### config.mk
export PLATFORM = sky130hd
export DESIGN_NAME = pin_interrupt_wakeup
export DESIGN_NICKNAME = d
export VERILOG_FILES = /design/src/core/pin_irq_pkg.sv /design/src/core/pin_sync.sv /design/src/core/pin_interrupt_wakeup.sv
export SDC_FILE = /design/constraint.sdc
export NUM_CORES = 1
export LEC_CHECK = 0
export BUFFER_PORTS_ARGS = -buffer_cell sky130_fd_sc_hd__buf_2
export CAP_MARGIN = 20
export CORE_MARGIN = 5
export CORE_UTILIZATION = 61
export CTS_CLUSTER_SIZE = 10
export DETAILED_ROUTE_END_ITERATION = 7
export PLACE_DENSITY = 0.87
export SKIP_CTS_REPAIR_TIMING = 1
export SLEW_MARGIN = 0
export SYNTH_ARGS = -nofsm -noshare
export SYNTH_HDL_FRONTEND = slang
export SYNTH_SLANG_ARGS = --single-unit
export TNS_END_PERCENT = 50
### constraint.sdc
create_clock -name clock -period 3.1 [get_ports clock]
set_input_delay 0.62 -clock clock [delete_from_list [all_inputs] [get_ports clock]]
set_output_delay 0.62 -clock clock [all_outputs]
set_load 0.02 [all_outputs]
### src/core/pin_irq_pkg.sv
// Purpose: Shared constants and carrier types of the pin interrupt block
// Assumes: Register map is the special function register space of the core
// Notes:   Bit positions are plain indices into the 8-bit registers
package pin_irq_pkg;

  // Register addresses
  localparam logic [7:0] POWER_ADDR = 8'h87;
  localparam logic [7:0] CTRL_ADDR  = 8'h88;
  localparam logic [7:0] XFLG_ADDR  = 8'h95;
  localparam logic [7:0] WAKE_ADDR  = 8'h96;
  localparam logic [7:0] IE_ADDR    = 8'hA8;
  localparam logic [7:0] INTE1_ADDR = 8'hA9;

  // Reset value and writable bits
  localparam logic [7:0] REG_RST     = 8'h00;
  localparam logic [7:0] POWER_MASK  = 8'h8F;
  localparam logic [7:0] IE_MASK     = 8'hBF;
  localparam logic [4:0] XFLG_PAD    = 5'h00;

  // Field positions
  localparam int POWER_IDLE  = 0;
  localparam int POWER_STOP  = 1;
  localparam int CTRL_A_TYPE = 0;
  localparam int CTRL_A_FLAG = 1;
  localparam int CTRL_B_TYPE = 2;
  localparam int CTRL_B_FLAG = 3;
  localparam int XF_TF3    = 0;
  localparam int XF_P1     = 1;
  localparam int XF_C      = 2;
  localparam int IE_A_EN     = 0;
  localparam int IE_B_EN     = 2;
  localparam int IE_GLOBAL   = 7;
  localparam int INTE1_P1_EN = 1;
  localparam int INTE1_C_EN  = 2;

  // Interrupt vectors
  localparam logic [15:0] VEC_A    = 16'h0003;
  localparam logic [15:0] VEC_B    = 16'h0013;
  localparam logic [15:0] VEC_P1   = 16'h0043;
  localparam logic [15:0] VEC_C    = 16'h004B;
  localparam logic [15:0] VEC_NONE = 16'h0000;

  // Stop wake-up warm-up before pins are sampled again
  localparam int WARM_CYCLES_DEF = 16;

  typedef enum logic [1:0] {
    SRC_A  = 2'b00,
    SRC_B  = 2'b01,
    SRC_P1 = 2'b10,
    SRC_C  = 2'b11
  } src_t;

  typedef enum logic [1:0] {
    MODE_RUN  = 2'b00,
    MODE_IDLE = 2'b01,
    MODE_STOP = 2'b10,
    MODE_WARM = 2'b11
  } mode_t;

  typedef struct packed {
    logic [7:0] addr;
    logic [7:0] wdata;
    logic       wr;
    logic       rd;
  } sfr_req_t;

  typedef struct packed {
    logic       ext_a;
    logic       ext_b;
    logic       ext_c;
    logic [7:0] port_one;
  } pins_t;

  typedef struct packed {
    logic ack;
    src_t ack_src;
    logic instr_done;
    logic other_wake;
    logic tf3_set;
  } cpu_in_t;

endpackage

### src/core/pin_sync.sv
// Purpose: Three-stage pin synchroniser with two-sample agreement
// Assumes: Pins idle high, so every stage resets to one
// Notes:   Output level moves only when stages two and three agree
`timescale 1ns/10ps
`default_nettype none
module pin_sync #(
  parameter int W = 11
) (
  // Clock and reset
  input  wire logic         clock,
  input  wire logic         rst_b,
  // Raw pins and filtered level
  input  wire logic [W-1:0] pin_raw,
  output logic      [W-1:0] pin_level
);

  typedef struct packed {
    logic [W-1:0] s1;
    logic [W-1:0] s2;
    logic [W-1:0] s3;
    logic [W-1:0] lvl;
  } sync_t;

  sync_t s_reg;
  sync_t s_next;

  // Stage one is read only by stage two; a glitch on one sample is ignored
  always_comb begin
    s_next     = s_reg;
    s_next.s1  = pin_raw;
    s_next.s2  = s_reg.s1;
    s_next.s3  = s_reg.s2;
    s_next.lvl = (~(s_reg.s2 ^ s_reg.s3) & s_reg.s3) |
                 ((s_reg.s2 ^ s_reg.s3) & s_reg.lvl);
  end

  // State register
  always_ff @(posedge clock) begin
    if (!rst_b) begin
      s_reg <= '1;
    end else begin
      s_reg <= s_next;
    end
  end

  assign pin_level = s_reg.lvl;

endmodule
`default_nettype wire

### src/core/pin_interrupt_wakeup.sv
// Purpose: External pin interrupts, Port1 change interrupt, Idle/Stop wake
// Assumes: The core handles priority, vectoring and return from service
// Notes:   Stop wake-up is modelled on a running clock with a warm-up count
//
// How it works
// - Pins A and B are low-level when trigger type is 0, falling-edge when 1
// - Falling edge on pin A or B sets its flag regardless of enable
// - A flag clears when the core acknowledges entry into its service, except A or B in level mode
// - Pin C is falling-edge only; each edge sets its flag regardless of enable
// - Port1 change flag sets on change of a wake-enabled pin only
// - Writing 0 clears an extra flag bit, writing 1 leaves it
// - Idle ends only on an interrupt enabled individually and globally
// - Idle wake enters service at once, resuming after the idle write
// - Power control bit 1 enters Stop, bit 0 enters Idle
// - Stop wake armed per pin enable and per Port1 wake enable bit
// - After Stop wake one instruction runs before any service
// - Entry after Stop needs global enable and a pin low long enough
// - Port1 change raises its flag in Stop without clock sampling
// - Pins come from P3.2, P3.3, P2.7; all four sources wake Stop
// - An enabled pin wakes Stop regardless of the global enable
// - Port1 change interrupt enable does not affect Port1 Stop wake
// - Vectors are 0003, 0013, 0043 and 004B for A, B, Port1, C
`timescale 1ns/10ps
`default_nettype none
module pin_interrupt_wakeup #(
  parameter int WARM_CYCLES = pin_irq_pkg::WARM_CYCLES_DEF,
  parameter int CW          = 8
) (
  // Clock and reset
  input  wire logic                  clock,
  input  wire logic                  rst_b,
  // Register access from the core
  input  wire pin_irq_pkg::sfr_req_t sfr,
  output logic [7:0]                 sfr_rdata,
  // Interrupt pins
  input  wire pin_irq_pkg::pins_t    pins,
  // Core handshakes
  input  wire pin_irq_pkg::cpu_in_t  cpu,
  output logic [3:0]                 irq_request,
  output logic [15:0]                irq_vector,
  // Power state
  output logic                       idle_mode,
  output logic                       stop_mode,
  output logic                       idle_wake,
  output logic                       stop_wake,
  output logic                       isr_hold
);
  import pin_irq_pkg::*;

  localparam logic [CW-1:0] WARM_LAST = CW'(WARM_CYCLES - 1);
  localparam logic [CW-1:0] CNT_ONE   = CW'(1);

  typedef struct packed {
    logic [7:0]    power;
    logic [7:0]    timer_and_ext_irq_control;
    logic [2:0]    xflg;
    logic [7:0]    wake_en;
    logic [7:0]    ie;
    logic [2:0]    inte1;
    logic [7:0]    rdata;
    mode_t         mode;
    logic [CW-1:0] warm;
    logic          hold;
    logic          idle_wake;
    logic          stop_wake;
    logic [3:0]    req;
    logic [15:0]   vector;
    logic          prev_a;
    logic          prev_b;
    logic          prev_c;
    logic [7:0]    prev_p1;
  } state_t;

  state_t s_reg;
  state_t s_next;
  pins_t  lvl;

  pin_sync #(
    .W ($bits(pins_t))
  ) u_sync (
    .clock     (clock),
    .rst_b     (rst_b),
    .pin_raw   (pins),
    .pin_level (lvl)
  );

  logic       fall_a;
  logic       fall_b;
  logic       fall_c;
  logic [7:0] p1_chg;
  logic       glob_en;
  logic       a_en;
  logic       b_en;
  logic       c_en;
  logic       p1_en;
  logic       sampling;
  logic [3:0] req_raw;
  logic       stop_any;

  // Edge detection on the filtered levels
  always_comb begin
    fall_a   = s_reg.prev_a & ~lvl.ext_a;
    fall_b   = s_reg.prev_b & ~lvl.ext_b;
    fall_c   = s_reg.prev_c & ~lvl.ext_c;
    p1_chg   = (s_reg.prev_p1 ^ lvl.port_one) & s_reg.wake_en;
    glob_en  = s_reg.ie[IE_GLOBAL];
    a_en     = s_reg.ie[IE_A_EN];
    b_en     = s_reg.ie[IE_B_EN];
    c_en     = s_reg.inte1[INTE1_C_EN];
    p1_en    = s_reg.inte1[INTE1_P1_EN];
    // The clock is treated as stopped for pin sampling in Stop and warm-up
    sampling = (s_reg.mode == MODE_RUN) || (s_reg.mode == MODE_IDLE);
    // individual and global enables both needed
    req_raw  = {s_reg.xflg[XF_C] & c_en & glob_en,
                s_reg.xflg[XF_P1] & p1_en & glob_en,
                s_reg.timer_and_ext_irq_control[CTRL_B_FLAG] & b_en & glob_en,
                s_reg.timer_and_ext_irq_control[CTRL_A_FLAG] & a_en & glob_en};
    // Stop wake armed per source; no global or P1 enable
    stop_any = (a_en & ~lvl.ext_a) | (b_en & ~lvl.ext_b) |
               (c_en & ~lvl.ext_c) | (|p1_chg);
  end

  // Next state: software first, then acknowledge, then hardware sets
  always_comb begin
    s_next           = s_reg;
    s_next.prev_a    = lvl.ext_a;
    s_next.prev_b    = lvl.ext_b;
    s_next.prev_c    = lvl.ext_c;
    s_next.prev_p1   = lvl.port_one;
    s_next.idle_wake = 1'b0;
    s_next.stop_wake = 1'b0;

    if (sfr.wr) begin
      unique case (sfr.addr)
        // power control holds the mode requests
        POWER_ADDR: s_next.power = sfr.wdata & POWER_MASK;
        CTRL_ADDR:  s_next.timer_and_ext_irq_control = sfr.wdata;
        XFLG_ADDR:  s_next.xflg = s_reg.xflg & sfr.wdata[2:0];
        WAKE_ADDR:  s_next.wake_en = sfr.wdata;
        IE_ADDR:    s_next.ie = sfr.wdata & IE_MASK;
        INTE1_ADDR: s_next.inte1 = sfr.wdata[2:0];
        default:    s_next.power = s_next.power;
      endcase
    end

    if (cpu.ack) begin
      unique case (cpu.ack_src)
        SRC_A:  s_next.timer_and_ext_irq_control[CTRL_A_FLAG] = 1'b0;
        SRC_B:  s_next.timer_and_ext_irq_control[CTRL_B_FLAG] = 1'b0;
        SRC_P1: s_next.xflg[XF_P1] = 1'b0;
        SRC_C:  s_next.xflg[XF_C] = 1'b0;
      endcase
    end

    if (sampling) begin
      // level mode follows the pin, edge mode latches
      if (!s_reg.timer_and_ext_irq_control[CTRL_A_TYPE]) begin
        s_next.timer_and_ext_irq_control[CTRL_A_FLAG] = ~lvl.ext_a;
      end else if (fall_a) begin
        s_next.timer_and_ext_irq_control[CTRL_A_FLAG] = 1'b1;
      end
      if (!s_reg.timer_and_ext_irq_control[CTRL_B_TYPE]) begin
        s_next.timer_and_ext_irq_control[CTRL_B_FLAG] = ~lvl.ext_b;
      end else if (fall_b) begin
        s_next.timer_and_ext_irq_control[CTRL_B_FLAG] = 1'b1;
      end
      if (fall_c) begin
        s_next.xflg[XF_C] = 1'b1;
      end
    end

    // Port1 change needs no clock sample, so it sets in every mode
    if (|p1_chg) begin
      s_next.xflg[XF_P1] = 1'b1;
    end
    if (cpu.tf3_set) begin
      s_next.xflg[XF_TF3] = 1'b1;
    end

    // A pending Stop request outranks a pending Idle request
    unique case (s_reg.mode)
      MODE_RUN: begin
        if (s_reg.power[POWER_STOP]) begin
          s_next.mode = MODE_STOP;
        end else if (s_reg.power[POWER_IDLE]) begin
          s_next.mode = MODE_IDLE;
        end
      end
      MODE_IDLE: begin
        if ((|req_raw) || (glob_en && cpu.other_wake)) begin
          s_next.mode              = MODE_RUN;
          s_next.power[POWER_IDLE] = 1'b0;
          s_next.idle_wake         = 1'b1;
        end
      end
      MODE_STOP: begin
        if (stop_any) begin
          s_next.mode = MODE_WARM;
          s_next.warm = '0;
        end
      end
      MODE_WARM: begin
        s_next.warm = s_reg.warm + CNT_ONE;
        if (s_reg.warm == WARM_LAST) begin
          s_next.mode             = MODE_RUN;
          s_next.power[POWER_STOP] = 1'b0;
          s_next.stop_wake        = 1'b1;
          // hold service until one instruction has run
          s_next.hold             = 1'b1;
          // a pin still low after warm-up is sampled as a trigger
          if (!lvl.ext_a) begin
            s_next.timer_and_ext_irq_control[CTRL_A_FLAG] = 1'b1;
          end
          if (!lvl.ext_b) begin
            s_next.timer_and_ext_irq_control[CTRL_B_FLAG] = 1'b1;
          end
          if (!lvl.ext_c) begin
            s_next.xflg[XF_C] = 1'b1;
          end
        end
      end
    endcase

    // first instruction after Stop releases the hold
    if (s_reg.hold && cpu.instr_done) begin
      s_next.hold = 1'b0;
    end

    // requests reach the core at once, also from Idle
    if (s_reg.hold || (s_reg.mode == MODE_STOP) ||
        (s_reg.mode == MODE_WARM)) begin
      s_next.req = 4'h0;
    end else begin
      s_next.req = req_raw;
    end

    // vector of the lowest-address pending source
    if (s_next.req[SRC_A]) begin
      s_next.vector = VEC_A;
    end else if (s_next.req[SRC_B]) begin
      s_next.vector = VEC_B;
    end else if (s_next.req[SRC_P1]) begin
      s_next.vector = VEC_P1;
    end else if (s_next.req[SRC_C]) begin
      s_next.vector = VEC_C;
    end else begin
      s_next.vector = VEC_NONE;
    end

    // Read data is captured on the strobe; unmapped addresses read zero
    if (sfr.rd) begin
      unique case (sfr.addr)
        POWER_ADDR: s_next.rdata = s_reg.power;
        CTRL_ADDR:  s_next.rdata = s_reg.timer_and_ext_irq_control;
        XFLG_ADDR:  s_next.rdata = {XFLG_PAD, s_reg.xflg};
        WAKE_ADDR:  s_next.rdata = s_reg.wake_en;
        IE_ADDR:    s_next.rdata = s_reg.ie;
        INTE1_ADDR: s_next.rdata = {XFLG_PAD, s_reg.inte1};
        default:    s_next.rdata = REG_RST;
      endcase
    end
  end

  // State register; previous levels reset high to match idle pins
  always_ff @(posedge clock) begin
    if (!rst_b) begin
      s_reg         <= '0;
      s_reg.prev_a  <= 1'b1;
      s_reg.prev_b  <= 1'b1;
      s_reg.prev_c  <= 1'b1;
      s_reg.prev_p1 <= 8'hFF;
    end else begin
      s_reg <= s_next;
    end
  end

  // Outputs straight from the state register
  assign sfr_rdata   = s_reg.rdata;
  assign irq_request = s_reg.req;
  assign irq_vector  = s_reg.vector;
  assign idle_mode   = (s_reg.mode == MODE_IDLE);
  assign stop_mode   = (s_reg.mode == MODE_STOP) || (s_reg.mode == MODE_WARM);
  assign idle_wake   = s_reg.idle_wake;
  assign stop_wake   = s_reg.stop_wake;
  assign isr_hold    = s_reg.hold;
endmodule
`default_nettype wire

==> results.yml, run 1 <==
synth:
  synth_top_area_share_pct: 48.3
  synth_flop_cell: "dfxtp_1"
  syn_inst: 519
  synth_area_leaders: "dfxtp_1 (48%), nand2b_1 (6.5%), mux2i_1 (6.1%), buf_4 (4.4%), nor2b_1 (3.3%)"
  synth.largest_area_cell: "dfxtp_1"
  synth_edf_count: 0
  synth_seq_cells: 118
  synthArstFlopShare_pct: 0
  synthDistinctLibCells: 56
  synth.cell_area_sq_um: 4890
  synth.avg_cell_area_sq_um: 9.43
  yosys_warnings: 0
  synth-seq-area-share_pct: 48.3
global_routing:
  grt_pass1_wl_microns: 17400
  overflow: 0
  grt_max_degree: 40
  grt_pass1_vias: 3681
  grt_antenna_before_repair: 0
  grt_util_all_layers_pct: 21.9
finish:
  syn2layout_area_growth_pct: 15.1
  drive_gt1_share_pct: 18.4
  nFillCells: 574
  seq_area_sq_um: 2360
  fin_nets: 591
  multiInputGateArea_sq_um: 2210
  num_antenna_cells: 0
  largest_reg_flops: 50
  final_area_sq_um: 5640
drt:
  viasPerCell: 5.66
  first_iter_violations: 335
  drt-total-wl_microns: 10400
  wl_per_cell_microns: 15.5
  ant_nets: 0
  drcViolationCount: 0
  first_pass_iters: 5
  vias: 3782
worst_setup_path:
  critPathLaunchType: "flip-flop"
  arrival_ns: 1.44
  critPathMaxFanout: 13
  end_kind: "output port"
  path_class: "flip-flop to output port"
  required_ns: 2.48
clocking:
  worstSkewPairLatency_ns: 0.51
  cts_root_buf: "clkbuf_8"
  htreeDepth: 4
  cts.sinks: 118
  cts_buffer_depth: 2
  path_clk_slew_ns: 0.06
  cts_tree: "built"
  cts_buffers: 17
floorplan:
  coreArea_sq_um: 7770
  die_w_microns: 99.6
  pin_count: 70
  start_util_pct: 63.0
  rows: 32
  dieArea_sq_um: 9920
  fp.dieH_microns: 99.6
power:
  p_per_area_nw_per_um2: 643
  p_leak_uw: 0.00226
  total_power_uw: 3630
  ir_drop_mv: 0.481
sta:
  relSlewSlack_pct: 42.7
  finalSetupViolCount: 0
  finalClockSkew_ns: 0.00651
  finalSetupTns_ns: 0
  achievable-frequency_ghz: 0.486
  hold_viol: 0
  fin_crit_sh_pct: 66.3
  rsz0062_at_grt: "no"
  period_needed_ns: 2.06
  drv_slew: 0
  worst_pin_slew_ns: 0.847
placement:
  gp_congestion: 0.920
  dp_hpwl_microns: 6770
  placed_area_sq_um: 5040
  port_buffers: 58
worst_hold_path:
  hp-class: "input pin to flip-flop"
run:
  maxCapViolations: 0
outcome:
  status: "finished, final reports clean"
## power breakdown
group	leakage (uW)	internal [uW]	switching, uW	total, uW
sequential	0.000959	1540	14.0	1550
combinational	0.00102	54.9	91.1	146
clock	0.000286	1230	696	1930
## cell families (layout without fill, tap and decap cells)
logic type | after synthesis | in the layout | share of synthesized area [%]
xor gates and xnor gates | 9 | 9 | 1.61
and+or+nand+nor | 196 | 196 | 22.1
muxes | 32 | 32 | 6.60
AOI/OAI and AO/OA | 99 | 99 | 13.8
other | 1 | 11 | 0.0766
buffers and inverters | 63 | 100 | 7.31
adders and majority gates | 1 | 1 | 0.256
DFF | 118 | 118 | 48.3
## final cells by class
cell class | count | share of cell area (%)
Tap cell | 102 | 2.26
Inverter | 7 | 0.466
Multi-Input combinational cell | 348 | 39.3
Clock buffer | 18 | 7.42
Sequential cell | 118 | 41.9
Clock inverter | 14 | 3.13
Timing Repair Buffer | 61 | 5.55
## metrics by stage
stage / utilization [%] / hold slack (ns) / std cells / worst slack (ns)
6_report: 72.6 / 0.285 / 668 / 1.04
5_1_grt: 72.6 / 0.264 / 668 / 0.979
4_1_cts: 72.6 / 0.266 / 668 / 1.05
3_5_place_dp: 64.9 / 0.392 / 636 / 0.713
3_3_place_gp: 64.9 / 0.388 / 636 / 0.818
2_1_floorplan: - / 0.386 / 529 / 0.984
## path summary, 6_finish.rpt
path | from | end | slack, ns | cells past startpoint
max | s_reg[42] | idle_mode | 1.04 | 2
min reg2reg | u_sync.s_next[28] | u_sync.s_next[17] | 0.40 | 1
max reg2reg | s_reg[43] | s_reg[38] | 1.32 | 5
min | pins[0] | u_sync.s_next[22] | 0.28 | 2
## worst max-delay path: stages, from the launching register on
cell     delay (ns)
dfxtp_1        0.58
nor2b_1        0.17
buf_2          0.17
## synth_stat cells (all sizes together), types with 3 or more instances
cell type / number
dfxtp: 118
nand2b: 51
nand2: 42
buf: 34
mux2i: 30
nor2: 27
nor2b: 26
o21ai: 24
clkbuf: 22
nand3: 22
a21oi: 17
a21boi: 11
a22o: 8
xor2: 8
a22oi: 7
inv: 6
nor4: 5
and2: 4
o22ai: 4
o31ai: 4
a221oi: 3
a32oi: 3
and3: 3
and4: 3
nor3: 3
nor3b: 3
o211a: 3
## per-layer routing
layer | track usage [%] | part of all wire [%] | wire, microns
met1 | 26.8 | 40 | 4160
met2 | 36.1 | 51 | 5260
met3 | 6.45 | 7.8 | 808
met4 | 9.24 | 1.4 | 150
met5 | 0 | 0 | 0
## cells in the final DEF (no fill, tap or decap), types with 5 or more instances in the layout
cell type,instances
dfxtp_1,118
buf_2,58
nand2b_1,51
nand2_1,42
mux2i_1,30
nor2b_1,26
nor2_1,25
o21ai_0,23
nand3_1,19
a21oi_1,17
clkbuf_16,16
a21boi_0,11
conb_1,11
a22o_1,8
xor2_1,8
a22oi_1,7
inv_1,6
nor4_1,5
clkinv_4,5
Note: power is estimated with default switching activity, not from simulation.
==> inputs of run 2 (changes only) <==
--- a/config.mk
+++ b/config.mk
@@ -8,10 +8,10 @@
 export BUFFER_PORTS_ARGS = -buffer_cell sky130_fd_sc_hd__buf_2
 export CAP_MARGIN = 20
 export CORE_MARGIN = 5
-export CORE_UTILIZATION = 61
+export CORE_UTILIZATION = 57
 export CTS_CLUSTER_SIZE = 10
 export DETAILED_ROUTE_END_ITERATION = 7
-export PLACE_DENSITY = 0.87
+export PLACE_DENSITY = 0.82
 export SKIP_CTS_REPAIR_TIMING = 1
 export SLEW_MARGIN = 0
 export SYNTH_ARGS = -nofsm -noshare
==> constraint.sdc (replaced) <==
create_clock -name clock -period 1.9 [get_ports clock]
set_input_delay 0.38 -clock clock [delete_from_list [all_inputs] [get_ports clock]]
set_output_delay 0.38 -clock clock [all_outputs]
set_load 0.02 [all_outputs]
==> results.yml, run 2 (synthesis gave the netlist of run 1 again) <==
outcome:
  status: "finished, final reports clean"
sta:
  rsz0062_at_grt: "no"
  hold_viol: 0
  period_needed_ns: 1.76
  drv_slew: 0
  fin_crit_sh_pct: 92.8
  finalClockSkew_ns: 0.00974
  finalSetupViolCount: 0
  achievable-frequency_ghz: 0.567
  fin_hold_ws_ns: 0.0361
clocking:
  worstSkewPairLatency_ns: 0.52
  cts_root_buf: "clkbuf_8"
  cts_buffer_depth: 2
  cts.sinks: 118
  cts_tree: "built"
  htreeDepth: 4
  cts_buffers: 17
  path_clk_slew_ns: 0.06
power:
  p_per_area_nw_per_um2: 1020
  p_leak_uw: 0.00236
  ir_drop_mv: 0.872
finish:
  drive_gt1_share_pct: 21.2
  fin_nets: 610
  layout_commonest_cell: "dfxtp_1"
  num_antenna_cells: 0
  largest_reg_flops: 50
  layout_common_cells: "dfxtp_1 (118), buf_2 (58), nand2b_1 (51), nand2_1 (42), mux2i_1 (30)"
  final_area_sq_um: 5780
  fin_cells: 690
  fin_util_pct: 69.6
  syn2layout_area_growth_pct: 18.0
worst_setup_path:
  critPathMaxFanout: 9
  critPathLaunchType: "flip-flop"
  end_kind: "output port"
  path_class: "flip-flop to output port"
  arrival_ns: 1.38
  critPathSlowestCell: "dfxtp_1"
  cpPeakStageDelay_ns: 0.49
  crit_chain: "buf_4 -> buf_2"
  required_ns: 1.52
global_routing:
  grt_max_degree: 44
  grt_util_all_layers_pct: 21.1
  grt_pass1_wl_microns: 17300
  grt_pass1_vias: 3608
  overflow: 0
  grt_antenna_before_repair: 0
drt:
  first_iter_violations: 329
  wl_per_cell_microns: 15.3
  drt-total-wl_microns: 10600
  viasPerCell: 5.45
  ant_nets: 0
  drcViolationCount: 0
  first_pass_iters: 6
  vias: 3759
worst_hold_path:
  hp-class: "input pin to flip-flop"
floorplan:
  start_util_pct: 59.0
  die_w_microns: 103
  pin_count: 70
  coreArea_sq_um: 8300
  fp.dieH_microns: 103
  rows: 33
  dieArea_sq_um: 10500
placement:
  placed_area_sq_um: 5190
  port_buffers: 58
  gp_congestion: 0.900
  dp_cells: 658
  dp_hpwl_microns: 7300
run:
  maxCapViolations: 0
run 2: routing by layer:
metal | track usage (%) | share of wire, %
met1 | 26.2 | 45
met3 | 6.02 | 5.7
met2 | 35.6 | 49
met5 | 0 | 0
met4 | 6.46 | 1.1
run 2: final timing paths:
| check | endpoint | slack [ns] | from | depth (start not counted) |
|---|---|---|---|---|
| worst max register to register | s_reg[75] | 0.20 | s_reg[34] | 6 |
| worst max-delay path | stop_mode | 0.14 | s_reg[43] | 2 |
| worst min register to register | u_sync.s_next[17] | 0.41 | u_sync.s_next[28] | 1 |
| worst min-delay path | u_sync.s_next[28] | 0.04 | pins[6] | 2 |
run 2: layout make-up:
type,count,area (sq um)
sequential,118,2360
clock inverter,14,161
tap,105,131
clock buffer,18,428
timing repair buffer,80,455
fill,622,2520
multi-input combinational,348,2210
inverter,7,26.3
run 2: metrics by stage:
stage | power, uW | setup TNS [ns] | worst slack, ns
global placement | 2830 | -0.0835 | -0.0556
global route | 6100 | 0 | 0.00597
floorplan | 2760 | 0 | 0.0235
finish | 5920 | 0 | 0.137
CTS | 5960 | 0 | 0.125
detailed placement | 2840 | -0.769 | -0.0804
run 2: report_power, final:
part / switching, uW / internal [uW]
sequential: 20.8 / 2510
combinational: 152 / 103
clock: 1200 / 1930
run 2: critical path, delay by kind of cell (launching register included):
family	cells	cell delay (ns)
flops	1	0.49
buf+inv	2	0.38
==> inputs of run 3 (changes only) <==
--- a/config.mk
+++ b/config.mk
@@ -5,6 +5,7 @@
 export SDC_FILE = /design/constraint.sdc
 export NUM_CORES = 1
 export LEC_CHECK = 0
+export ABC_AREA = 1
 export BUFFER_PORTS_ARGS = -buffer_cell sky130_fd_sc_hd__buf_2
 export CAP_MARGIN = 20
 export CORE_MARGIN = 5
==> results.yml, run 3 <==
synth:
  synthTopCellsByCount: "dfxtp_1 (118), inv_1 (86), nand2_1 (74)"
  synth.cell_area_sq_um: 4880
  yosysMostFrequentCell: "dfxtp_1"
  synthDistinctLibCells: 35
  synth.largest_area_cell: "dfxtp_1"
  synth_edf_count: 0
  syn_inst: 631
  synth_top_area_share_pct: 48.4
  synth.avg_cell_area_sq_um: 7.74
  synth_flop_cell: "dfxtp_1"
  synth_seq_cells: 118
  yosys_warnings: 0
  synth_area_leaders: "dfxtp_1 (48%), inv_1 (6.6%), a21oi_1 (5.9%), nand2_1 (5.7%), nand3_1 (5.2%)"
  synthArstFlopShare_pct: 0
  synth-seq-area-share_pct: 48.4
finish:
  nFillCells: 686
  num_antenna_cells: 0
  fin_nets: 721
  layout_commonest_cell: "dfxtp_1"
  seq_area_sq_um: 2360
  multiInputGateArea_sq_um: 1940
  syn2layout_area_growth_pct: 16.9
  layout_common_cells: "dfxtp_1 (118), inv_1 (86), nand2_1 (74)"
  largest_reg_flops: 50
  drive_gt1_share_pct: 21.2
clocking:
  cts_buffers: 17
  cts_buffer_depth: 2
  path_clk_slew_ns: 0.05
  htreeDepth: 4
  cts_root_buf: "clkbuf_8"
  cts_tree: "built"
  cts.sinks: 118
  worstSkewPairLatency_ns: 0.51
power:
  p_int_uw: 4620
  p_leak_uw: 0.00256
  power_switching_uw: 1270
  pwr-share-comb_pct: 4.4
  power_frac_clock_pct: 52.6
  ir_drop_mv: 0.848
  p_sw_share_pct: 21.5
  p_seq_share_pct: 43.0
  p_per_area_nw_per_um2: 1030
floorplan:
  dieArea_sq_um: 10500
  die_w_microns: 103
  pin_count: 70
  rows: 33
  fp.dieH_microns: 103
  coreArea_sq_um: 8300
  start_util_pct: 58.9
global_routing:
  grt_pass1_wl_microns: 18300
  grt.met1_usage_pct: 27.4
  met3_usage_pct: 6.22
  grt_antenna_before_repair: 0
  grt_max_degree: 49
  grt-busiest-layer: "met2"
  overflow: 0
  grt_util_all_layers_pct: 22.7
  grt_pass1_vias: 3896
  grt_util_met2_pct: 38.0
drt:
  ant_nets: 0
  drcViolationCount: 0
  vias: 4154
  first_iter_violations: 219
  viasPerCell: 5.19
  drt-total-wl_microns: 11300
  wl_per_cell_microns: 14.1
  first_pass_iters: 5
worst_setup_path:
  cpPeakStageDelay_ns: 0.46
  path_class: "flip-flop to output port"
  r2r_start: "s_reg[34]"
  rr_worst_depth: 10
  path_buf_inv: 2
  r2r_slack_ns: 0.26
  critPathMaxFanout: 8
  arrival_ns: 1.33
  critPathTopFamily: "flip-flops"
  required_ns: 1.52
  end_kind: "output port"
  critPathSlowestCell: "dfxtp_1"
  critPathLaunchType: "flip-flop"
  crit_chain: "buf_4 -> buf_2"
  r2r-end: "s_reg[42]"
sta:
  layout_setup_ws_ns: 0.187
  hold_viol: 0
  finalSetupTns_ns: 0
  achievable-frequency_ghz: 0.584
  fin_crit_sh_pct: 90.1
  rsz0062_at_grt: "no"
  period_needed_ns: 1.71
  finalSetupViolCount: 0
  drv_slew: 0
  finalClockSkew_ns: 0.00892
worst_hold_path:
  hold_depth: 2
  hp-class: "input pin to flip-flop"
  hp-start: "pins[1]"
  min_to: "u_sync.s_next[23]"
placement:
  port_buffers: 58
  pre_cts_ws_ns: 0.104
  gp_congestion: 0.888
  dp_hpwl_microns: 7910
outcome:
  status: "finished, final reports clean"
run:
  maxCapViolations: 0
## run 3: worst register-to-register path, delay by kind of cell, from the launching register on
| family | cells | cell delay (ns) |
|---|---|---|
| flops | 1 | 0.38 |
| fa+ha+maj | 1 | 0.21 |
| buf+inv | 2 | 0.09 |
| simple gates | 6 | 0.71 |
| compound gates | 1 | 0.16 |
## run 3: worst max path at each step
stage	start	to	depth (start not counted)
finish	s_reg[43]	stop_mode	2
global route	s_reg[34]	s_reg[42]	10
CTS	s_reg[43]	stop_mode	2
detailed placement	sfr[12]	sfr_rdata[3]	8
global placement	sfr[12]	sfr_rdata[3]	8
floorplan	sfr[16]	s_reg[82]	8
## run 3: cell type report
| class | instances | share of cell area (%) |
|---|---|---|
| flip-flops and latches | 118 | 41.4 |
| multi-input cells | 388 | 34.0 |
| clock buffers | 23 | 7.83 |
| repair buffers | 68 | 6.40 |
| inverters | 90 | 5.92 |
| well taps | 105 | 2.30 |
| clock inverters | 8 | 2.17 |
## run 3: power groups by stage
| stage | combinational [uW] | clock, uW | sequential, uW |
|---|---|---|---|
| 4_1_cts | 256 | 3120 | 2530 |
| 3_3_place_gp | 247 | 0 | 2580 |
| 2_1_floorplan | 176 | 0 | 2580 |
| 5_1_grt | 287 | 3260 | 2540 |
| 3_5_place_dp | 252 | 0 | 2580 |
| 6_report | 258 | 3100 | 2530 |
## run 3: metrics by stage
step                total power [uW]  area (sq um)  instances  util, %  hold WS [ns]
floorplan                       2750          4920        641        -         0.393
global placement                2830          5130        769     61.9         0.393
detailed placement              2840          5130        769     61.9         0.397
CTS                             5910          5710        800     68.7        0.0446
global route                    6080          5710        800     68.8        0.0373
finish                          5890          5710        800     68.8        0.0507
## run 3: layer usage
| metal | routed length [microns] | part of all wire, % |
|---|---|---|
| met5 | 0 | 0 |
| met4 | 329 | 2.9 |
| met3 | 686 | 6.1 |
| met2 | 5460 | 48 |
| met1 | 4810 | 43 |
## run 3: logic make-up after synthesis
logic type,count (synthesis),share of synthesized area [%]
buf+inv,135,12.7
compound gates,130,14.2
simple gates,245,24.2
fa+ha+maj,1,0.256
other cells,1,0.0768
xor+xnor,1,0.179
flops,118,48.4
